### config.mk
export PLATFORM = sky130hd
export DESIGN_NAME = split_reload_timer
export DESIGN_NICKNAME = d
export VERILOG_FILES = /design/src/split_reload_timer_pkg.sv /design/src/split_reload_timer.sv
export VERILOG_INCLUDE_DIRS = /design/src
export SDC_FILE = /design/constraint.sdc
export NUM_CORES = 1
export LEC_CHECK = 0
export BUFFER_PORTS_ARGS = -buffer_cell sky130_fd_sc_hd__buf_2
export CAP_MARGIN = 15
export CORE_ASPECT_RATIO = 1.5
export CORE_UTILIZATION = 40
export DETAILED_ROUTE_END_ITERATION = 8
export PLACE_DENSITY_LB_ADDON = 0.25
export SKIP_CTS_REPAIR_TIMING = 1
export SLEW_MARGIN = 20
export SYNTH_ARGS = -nofsm -noshare
export SYNTH_HDL_FRONTEND = slang
export SYNTH_SLANG_ARGS = --single-unit
### constraint.sdc
create_clock -name clock_in -period 2.3 [get_ports clock_in]
set_clock_uncertainty 0.05 [all_clocks]
set_input_delay 0.575 -clock clock_in [delete_from_list [all_inputs] [get_ports clock_in]]
set_output_delay 0.575 -clock clock_in [all_outputs]
set_load 0.03 [all_outputs]
### src/split_reload_timer_cfg.svh
// register offsets, field positions, reset values and counts of the timer
`ifndef SPLIT_RELOAD_TIMER_CFG_SVH
`define SPLIT_RELOAD_TIMER_CFG_SVH

// special-function register addresses
`define TMR_ADDR_CONTROL 8'hC8
`define TMR_ADDR_RELOAD_LOW 8'hCA
`define TMR_ADDR_RELOAD_HIGH 8'hCB
`define TMR_ADDR_COUNT_LOW 8'hCC

// control register bit positions
`define TMR_BIT_HIGH_FLAG 7
`define TMR_BIT_LOW_FLAG 6
`define TMR_BIT_LOW_IRQ_EN 5
`define TMR_BIT_CAPTURE_EN 4
`define TMR_BIT_SPLIT 3
`define TMR_BIT_RUN 2
`define TMR_BIT_UNUSED 1
`define TMR_BIT_EXT_CLOCK 0

// reset values
`define TMR_RESET_BYTE 8'h00
`define TMR_RESET_WORD 16'h0000

// prescaler counts: system clock / 12 and external clock / 8
`define TMR_DIV12_LAST 4'hB
`define TMR_EXT_DIV8_LAST 3'h7

// rollover values
`define TMR_BYTE_ALL_ONES 8'hFF
`define TMR_WORD_ALL_ONES 16'hFFFF

`endif

### src/split_reload_timer_pkg.sv
// types shared by the split reload timer
package split_reload_timer_pkg;

  // counting structure, one-hot
  typedef enum logic [1:0] {
    MODE_WIDE  = 2'b01,
    MODE_SPLIT = 2'b10
  } count_mode_e;

  typedef logic [7:0] byte_t;
  typedef logic [15:0] word_t;

endpackage : split_reload_timer_pkg

### src/split_reload_timer.sv
// split reload timer with comparator capture, reached over the sfr port
//
// What this block does
// RULE1: low byte rollover requests interrupt if low and timer irq enabled.
// RULE2: comparator rise copies 16-bit count into reload when enabled.
// RULE3: each capture raises the interrupt request if timer irq enabled.
// RULE4: split bit chooses one 16-bit counter or two 8-bit counters.
// RULE5: timer counts only while run bit is one in 16-bit mode.
// RULE6: in split mode run gates high counter; low counter always counts.
// RULE7: control bit one reads zero and ignores writes.
// RULE8: external select picks system clock over 12 or external over 8.
// RULE9: external select serves both split bytes; byte select overrides.
// RULE10: reload low and high bytes are read/write and reset to zero.
// RULE11: low count register is read/write low byte of the count.
// RULE12: 16-bit rollover loads reload pair and sets high overflow flag.
// RULE13: per-byte clock select one picks system clock, zero picks prescaled.
// RULE14: low flag set on every low rollover; hardware never clears flags.
// RULE15: in split mode each byte reloads from its own reload byte.
// RULE16: capture only when capture enabled and split mode cleared.
// RULE17: comparator is synchronised; rise seen between synced samples.
`timescale 1ns/1ps
`include "split_reload_timer_cfg.svh"

module split_reload_timer (
  // clock and reset
  input wire logic clock_in,
  input wire logic arst_n_in,
  // special-function register port
  input wire logic [7:0] sfr_addr_in,
  input wire logic sfr_wr_in,
  input wire logic sfr_rd_in,
  input wire logic [7:0] sfr_wdata_in,
  output logic [7:0] sfr_rdata_out,
  // system context
  input wire logic timer_irq_enable_in,
  input wire logic high_byte_clock_select_in,
  input wire logic low_byte_clock_select_in,
  input wire logic ext_osc_in,
  input wire logic capture_comparator_in,
  // results
  output logic irq_out,
  output logic [15:0] timer_count_out
);

  ////////////////////////////////////////////////////////////////////////////
  // reset release through two flip-flops
  logic rst_meta_reg;
  logic rst_sync_reg;

  always_ff @(posedge clock_in or negedge arst_n_in) begin
    if (!arst_n_in) begin
      rst_meta_reg <= 1'b0;
      rst_sync_reg <= 1'b0;
    end else begin
      rst_meta_reg <= 1'b1;
      rst_sync_reg <= rst_meta_reg;
    end
  end

  ////////////////////////////////////////////////////////////////////////////
  // prescalers and input synchronisers
  logic [3:0] div12_reg, div12_next;
  logic [2:0] ext_div_reg, ext_div_next;
  logic [2:0] ext_sync_reg, ext_sync_next;
  logic [2:0] cmp_sync_reg, cmp_sync_next;
  logic tick12, ext_edge, ext_tick, cmp_rise;

  // dividers and edge detection; sync stage 0 feeds only stage 1
  always_comb begin
    tick12 = (div12_reg == `TMR_DIV12_LAST); // [RULE8]
    div12_next = tick12 ? 4'h0 : div12_reg + 4'h1;
    ext_sync_next = {ext_sync_reg[1:0], ext_osc_in};
    ext_edge = ext_sync_reg[1] & ~ext_sync_reg[2];
    ext_tick = ext_edge && (ext_div_reg == `TMR_EXT_DIV8_LAST); // [RULE8]
    ext_div_next = ext_edge ? ext_div_reg + 3'h1 : ext_div_reg;
    cmp_sync_next = {cmp_sync_reg[1:0], capture_comparator_in}; // [RULE17]
    cmp_rise = cmp_sync_reg[1] & ~cmp_sync_reg[2]; // [RULE17]
  end

  always_ff @(posedge clock_in or negedge rst_sync_reg) begin
    if (!rst_sync_reg) begin
      div12_reg <= 4'h0;
      ext_div_reg <= 3'h0;
      ext_sync_reg <= 3'h0;
      cmp_sync_reg <= 3'h0;
    end else begin
      div12_reg <= div12_next;
      ext_div_reg <= ext_div_next;
      ext_sync_reg <= ext_sync_next;
      cmp_sync_reg <= cmp_sync_next;
    end
  end

  ////////////////////////////////////////////////////////////////////////////
  // control, reload and count state
  logic flag_hi_reg, flag_hi_next;
  logic flag_lo_reg, flag_lo_next;
  logic low_irq_en_reg, low_irq_en_next;
  logic cap_en_reg, cap_en_next;
  logic split_reg, split_next;
  logic run_reg, run_next;
  logic xclk_reg, xclk_next;
  split_reload_timer_pkg::word_t reload_reg, reload_next;
  split_reload_timer_pkg::word_t count_reg, count_next;
  split_reload_timer_pkg::count_mode_e mode;
  logic base_tick, low_tick, high_tick, cap_fire, set_hi, set_lo;
  logic wr_ctrl, wr_rl_lo, wr_rl_hi, wr_cnt_lo;
  logic irq_next;

  // write decode
  assign wr_ctrl = sfr_wr_in && (sfr_addr_in == `TMR_ADDR_CONTROL);
  assign wr_rl_lo = sfr_wr_in && (sfr_addr_in == `TMR_ADDR_RELOAD_LOW);
  assign wr_rl_hi = sfr_wr_in && (sfr_addr_in == `TMR_ADDR_RELOAD_HIGH);
  assign wr_cnt_lo = sfr_wr_in && (sfr_addr_in == `TMR_ADDR_COUNT_LOW);

  // counting, capture and software writes; hardware sets beat clears
  always_comb begin
    mode = split_reg ? split_reload_timer_pkg::MODE_SPLIT
                     : split_reload_timer_pkg::MODE_WIDE; // [RULE4]
    base_tick = xclk_reg ? ext_tick : tick12; // [RULE8] [RULE9]
    low_tick = low_byte_clock_select_in | base_tick; // [RULE13]
    high_tick = high_byte_clock_select_in | base_tick; // [RULE13] [RULE9]
    cap_fire = cap_en_reg && !split_reg && cmp_rise; // [RULE16]
    set_hi = 1'b0;
    set_lo = 1'b0;
    count_next = count_reg;
    reload_next = reload_reg;
    unique case (mode)
      split_reload_timer_pkg::MODE_SPLIT: begin
        // low byte ignores run control
        if (low_tick) begin // [RULE6]
          if (count_reg[7:0] == `TMR_BYTE_ALL_ONES) begin
            count_next[7:0] = reload_reg[7:0]; // [RULE15]
            set_lo = 1'b1; // [RULE14]
          end else begin
            count_next[7:0] = count_reg[7:0] + 8'h01;
          end
        end
        if (run_reg && high_tick) begin // [RULE6]
          if (count_reg[15:8] == `TMR_BYTE_ALL_ONES) begin
            count_next[15:8] = reload_reg[15:8]; // [RULE15]
            set_hi = 1'b1;
          end else begin
            count_next[15:8] = count_reg[15:8] + 8'h01;
          end
        end
      end
      split_reload_timer_pkg::MODE_WIDE: begin
        if (run_reg && low_tick) begin // [RULE5]
          if (count_reg == `TMR_WORD_ALL_ONES) begin
            count_next = reload_reg; // [RULE12]
            set_hi = 1'b1; // [RULE12]
          end else begin
            count_next = count_reg + 16'h0001;
          end
          set_lo = (count_reg[7:0] == `TMR_BYTE_ALL_ONES); // [RULE14]
        end
      end
    endcase
    // software register writes
    if (wr_rl_lo) begin
      reload_next[7:0] = sfr_wdata_in; // [RULE10]
    end
    if (wr_rl_hi) begin
      reload_next[15:8] = sfr_wdata_in; // [RULE10]
    end
    if (wr_cnt_lo) begin
      count_next[7:0] = sfr_wdata_in; // [RULE11]
    end
    // capture overrides a same-cycle reload write
    if (cap_fire) begin
      reload_next = count_reg; // [RULE2]
      set_hi = 1'b1; // [RULE3]
    end
    flag_hi_next = flag_hi_reg;
    flag_lo_next = flag_lo_reg;
    low_irq_en_next = low_irq_en_reg;
    cap_en_next = cap_en_reg;
    split_next = split_reg;
    run_next = run_reg;
    xclk_next = xclk_reg;
    // bit one has no storage, so writes to it vanish
    if (wr_ctrl) begin // [RULE7]
      flag_hi_next = sfr_wdata_in[`TMR_BIT_HIGH_FLAG];
      flag_lo_next = sfr_wdata_in[`TMR_BIT_LOW_FLAG];
      low_irq_en_next = sfr_wdata_in[`TMR_BIT_LOW_IRQ_EN];
      cap_en_next = sfr_wdata_in[`TMR_BIT_CAPTURE_EN];
      split_next = sfr_wdata_in[`TMR_BIT_SPLIT];
      run_next = sfr_wdata_in[`TMR_BIT_RUN];
      xclk_next = sfr_wdata_in[`TMR_BIT_EXT_CLOCK];
    end
    flag_hi_next = flag_hi_next | set_hi; // [RULE14]
    flag_lo_next = flag_lo_next | set_lo; // [RULE14]
    irq_next = timer_irq_enable_in && // [RULE1] [RULE3]
               (flag_hi_next || (low_irq_en_next && flag_lo_next));
  end

  always_ff @(posedge clock_in or negedge rst_sync_reg) begin
    if (!rst_sync_reg) begin
      flag_hi_reg <= 1'b0;
      flag_lo_reg <= 1'b0;
      low_irq_en_reg <= 1'b0;
      cap_en_reg <= 1'b0;
      split_reg <= 1'b0;
      run_reg <= 1'b0;
      xclk_reg <= 1'b0;
      reload_reg <= `TMR_RESET_WORD; // [RULE10]
      count_reg <= `TMR_RESET_WORD;
      irq_out <= 1'b0;
    end else begin
      flag_hi_reg <= flag_hi_next;
      flag_lo_reg <= flag_lo_next;
      low_irq_en_reg <= low_irq_en_next;
      cap_en_reg <= cap_en_next;
      split_reg <= split_next;
      run_reg <= run_next;
      xclk_reg <= xclk_next;
      reload_reg <= reload_next;
      count_reg <= count_next;
      irq_out <= irq_next;
    end
  end

  ////////////////////////////////////////////////////////////////////////////
  // read port and count output
  logic [7:0] rdata_next;
  logic [15:0] count_out_next;

  // read mux; unmapped addresses answer zero
  always_comb begin
    count_out_next = count_next;
    rdata_next = sfr_rdata_out;
    if (sfr_rd_in) begin
      unique case (sfr_addr_in)
        `TMR_ADDR_CONTROL: begin
          rdata_next = {flag_hi_reg, flag_lo_reg, low_irq_en_reg, cap_en_reg,
                        split_reg, run_reg, 1'b0, xclk_reg}; // [RULE7]
        end
        `TMR_ADDR_RELOAD_LOW: rdata_next = reload_reg[7:0]; // [RULE10]
        `TMR_ADDR_RELOAD_HIGH: rdata_next = reload_reg[15:8]; // [RULE10]
        `TMR_ADDR_COUNT_LOW: rdata_next = count_reg[7:0]; // [RULE11]
        default: rdata_next = `TMR_RESET_BYTE;
      endcase
    end
  end

  always_ff @(posedge clock_in or negedge rst_sync_reg) begin
    if (!rst_sync_reg) begin
      sfr_rdata_out <= `TMR_RESET_BYTE;
      timer_count_out <= `TMR_RESET_WORD;
    end else begin
      sfr_rdata_out <= rdata_next;
      timer_count_out <= count_out_next;
    end
  end
endmodule : split_reload_timer

# Word level (Yosys, flattened, before mapping)
# Index checks and enable logic that the tools add are counted.
# word_totals
elab_cells	92
output_inout_bits	25
inputBits	25
regBits	63
# classes
reduce_logical	17
bitwise_logic	8
muxes	28
add_sub_neg	5
eq_ne	15
# op_table
cell	count
2-to-1 mux 8 bit	7
equality test 8 bit, second input constant	6
2-to-1 mux 16 bit	3
case mux 16 bit (2 select lines)	1
case mux 8 bit (4 select lines)	1
adder 16 x 1 -> 16 bit, second input constant	1
adder 8 x 1 -> 8 bit, second input constant	2
equality test 16 bit, second input constant	1
2-to-1 mux 1 bit	12
logical AND 1 bit	11
!= test 3 bit, second input constant	2
adder 4 x 1 -> 4 bit, second input constant	1
equality test 4 bit, second input constant	1
2-to-1 mux 4 bit	1
!= test 2 bit, second input constant	2
bitwise OR 1 bit	4
case mux 1 bit (2 select lines)	2
AND reduction 2 bit	2
nonzero test 2 bit	2
adder 3 x 1 -> 3 bit, second input constant	1
equality test 3 bit, second input constant	1
bitwise AND 1 bit	2
equality test 2 x 1 -> 1 bit, second input constant	1
equality test 2 bit, second input constant	1
other kinds (4)	5

# Logic depth before layout (Yosys ltp)
# depth
word_depth	12
depth_mapped	8
ltp_nobuf	7

# Least setup slack after synthesis
# OpenSTA, ideal clock, no wires.
# synth_timing
kind	reg-to-reg
start	reg, netlist name timer_count_out[8]
end	reg timer_count_out[9]
path_slack_ps	97
t_arrival_ps	2019
setup_time_ps	134
synth_period_minus_slack_ps	2203
path_buffers	0
stages_incl_launch_ff	7
path_cell_list	dfrtp_1 ha_1 nand3_1 nor2_2 mux2_2 a221oi_1 o21ai_1
# synth_lines
element	line_no	source
end signal: assignment	split_reload_timer.sv:250	timer_count_out <= `TMR_RESET_WORD;
end signal: assignment	split_reload_timer.sv:253	timer_count_out <= count_out_next;
end: declaration	split_reload_timer.sv:42	output logic [15:0] timer_count_out

# Final worst setup path
# layout_timing
start	reg ext_div_reg[0]
end	reg timer_count_out[12]
# layout_via
elab_chain_len	7
elab_cells_between_ends	10
# layout_rtl
element	line_no	source
start: declaration	split_reload_timer.sv:63	logic [2:0] ext_div_reg, ext_div_next;
start signal: assignment	split_reload_timer.sv:88	ext_div_reg <= ext_div_next;
equality test 3 bit (no source line) *	n/a	
logical AND 1 bit *	split_reload_timer.sv:74	ext_tick = ext_edge && (ext_div_reg == `TMR_EXT_DIV8_LAST);
2-to-1 mux 1 bit *	split_reload_timer.sv:120	base_tick = xclk_reg ? ext_tick : tick12;
bitwise OR 1 bit, on equally long branches	split_reload_timer.sv:121, split_reload_timer.sv:122	
logical AND 1 bit, on equally long branches	split_reload_timer.sv:149, split_reload_timer.sv:139	
!= test 2 bit (no source line)	n/a	
AND reduction 2 bit (no source line) *	n/a	
# Mark *: on every way between the ends. The rest lies on a longest branch, timed or not.
# A chain may end at the register's enable or synchronous reset.

==> flow_summary.ini <==
[layout]
finalNonFillerCells = 521
layout_common_cells = dfrtp_1 (62), buf_2 (49), nand2_1 (35)
register_area_um2 = 1580
n_antenna_cell = 0
drive_gt1_share_pct = 30.2
multi_input_area_um2 = 1790
layout.nets = 439
fin_area_um2 = 4270
final_common_cell = dfrtp_1
num-fill-cells = 819
syn_to_final_growth_pct = 21.3

[setup_path]
crit_required_ns = 2.47
cp_slowest_cell = dfrtp_1
path_max_fanout = 4
cpPeakStageDelay_ns = 0.39
worstSetupEndpointType = flop
crit_chain = ha_1, ha_1, and4b_1, o31ai_4, nor2_2, nand4_1, mux2_2
cp_common_cell = ha_1
crit_arrival_ns = 2.29
startpoint_type = flop
worst-path-buf-inv = 0
cp_top_family = simple AND/OR/NAND/NOR gates
critPathKind = reg -> reg

[synth]
synth_area_leader_cell = dfrtp_1
syn_nets = 374
ys.warnings.count = 0
ys_seq_area_share_pct = 44.8
synthMuxAreaShare_pct = 12.9
synth_seq_cells = 63
synthSimpleGateAreaFrac_pct = 16.2
ys_async_sr_fraction_pct = 100
synthXorXnorAreaFrac_pct = 0.498
post_synth.cell_area_avg_um2 = 10.2
synth_area_um2 = 3520
synth_top_cell_area_share_pct = 44.8
synth_area_leaders = dfrtp_1 (45%), mux2i_1 (7.1%), mux2_2 (5.8%), nand2_1 (3.7%), o21ai_0 (3.0%)
synth_fa_ha_area_share_pct = 1.78
synth_top_family_by_area = compound AO/OA/AOI/OAI gates
ys_types = 65
synth_top_flop_cell = dfrtp_1
synth-edff-count = 0
synthCells = 344
synth_compound_area_share_pct = 19.0

[sta]
fin_crit_sh_pct = 92.3
fin_setup_tns_ns = 0
max-slew-margin-rel_pct = 49.0
tightest_slew_ns = 0.765
setup_violations = 0
slew_violations = 0
rsz0062_at_grt = false
max_freq_mhz = 471
layout_min_cycle_time_ns = 2.12
final_hold_viol_count = 0

[floorplan]
dieArea_um2 = 9190
die_w_um = 78.6
core.rowCount = 41
coreArea_um2 = 8460
io_pins = 50
die_y_um = 117
start_util_pct = 41.6

[route]
drtIter0Drc = 163
num_vias = 3033
drc = 0
post_drt_wl_per_cell_um = 18.1
ant_nets = 0
drt_pass1_iterations = 5
drt-total-wl_mm = 9.42
vias_per_cell = 5.82

[power_and_ir_drop]
peakVddDrop_v = 0.000620
total_leakage_power_nw = 1.95
p_comb_share_pct = 16.5
p_sw_uw = 919
seqPwrFrac_pct = 44.3
swShare_pct = 29.0
internal_power_mw = 2.25
power_density_nw_per_um2 = 741
clkPwrFrac_pct = 39.2

[clock_tree]
cts.sinks = 63
cts_buffers = 9
clkLatencyLatePin_ns = 0.33
clockBufferDepth = 2
cts-root-buf = clkbuf_16
cts_tree = built
path_clk_slew_ns = 0.05
htreeDepth = 3

[hold_path]
hold_path_class = reg -> reg

[placement]
post_dp_cell_area_um2 = 3980
dp.cells = 504
gp_congestion = 0.931
dp_hpwl_mm = 7.10
io_buffers = 49

[global_routing]
overflow = 0
antenna_found_initial = 0
grt_pass1_wl_mm = 15.2
grt_pass1_vias = 2906
track_usage_pct = 22.2
grt_max_degree = 62

[flow_run]
max_cap_viol_count = 0

[outcome]
status = complete, no violations
-- cells in the mapped netlist (all sizes together) (5+ instances only) --
library cell and instances:
a31oi 8, a222oi 7, nand4 5, clkbuf 6
o31ai 5, o21ai 30, mux2i 25, mux2 18
nand2 36, o22ai 12, nand3 16, and3 6
ha 5, a21oi 10, inv 13, dfrtp 63
nor2 15, buf 15
-- layer usage --
layer,up-vias,track usage [%],wire length (um)
met5,-,0,0
met4,0,12.5,384
met3,30,4.19,411
met2,89,38.4,4870
met1,1482,25.7,3760
li1,1432,-,-
-- path summary, 6_finish.rpt --
kind                                  from                   to  slack, ns  cells past startpoint
setup / recovery            ext_div_reg[0]  timer_count_out[12]       0.18                      7
hold / removal             cmp_sync_reg[0]      cmp_sync_reg[1]       0.30                      0
setup reg to reg            ext_div_reg[0]  timer_count_out[12]       0.18                      7
hold reg to reg            cmp_sync_reg[0]      cmp_sync_reg[1]       0.30                      0
max in group asynchronous     rst_sync_reg     sfr_rdata_out[0]       1.32                      1
min in group asynchronous     rst_sync_reg           cap_en_reg       0.37                      1
-- per-stage QoR --
| stage | util (%) | power [mW] | hold WS, ns | setup WS (ns) |
|---|---|---|---|---|
| 6_report | 50.5 | 3.17 | 0.296 | 0.176 |
| 5_1_grt | 50.5 | 3.32 | 0.291 | 0.0235 |
| 4_1_cts | 50.3 | 3.20 | -0.0392 | 0.161 |
| 3_5_place_dp | 47.1 | 1.95 | 0.286 | -0.0546 |
| 3_3_place_gp | 47.1 | 1.92 | 0.282 | -0.00493 |
| 2_1_floorplan | - | 1.71 | 0.229 | 0.0967 |
-- power groups by stage --
stage / clock network (mW) / logic (mW) / registers (mW)
after detailed placement: 0 / 0.528 / 1.42
after global placement: 0 / 0.507 / 1.41
after floorplan: 0 / 0.266 / 1.45
final: 1.24 / 0.521 / 1.40
after CTS: 1.28 / 0.525 / 1.40
after global routing: 1.32 / 0.574 / 1.42
-- kinds of logic after synthesis --
family | count (synthesis)
compound gates | 96
other cells | 1
flops | 63
mux | 43
fa+ha+maj | 5
simple gates | 100
xor+xnor | 2
buf+inv | 34
-- worst reg2reg max path, stage by stage, from the launching register on --
cell     delay, ns
dfrtp_1       0.39
ha_1          0.21
ha_1          0.18
and4b_1       0.28
o31ai_4       0.35
nor2_2        0.08
nand4_1       0.13
mux2_2        0.34
-- cell type report --
class	count	area share (%)
sequential	63	36.9
inverter	13	1.14
tap	107	3.14
clock inverter	5	0.791
timing repair buffer	75	10.4
clock buffer	11	5.68
multi-input combinational	247	41.9
Power figures use the tool's default switching activity.
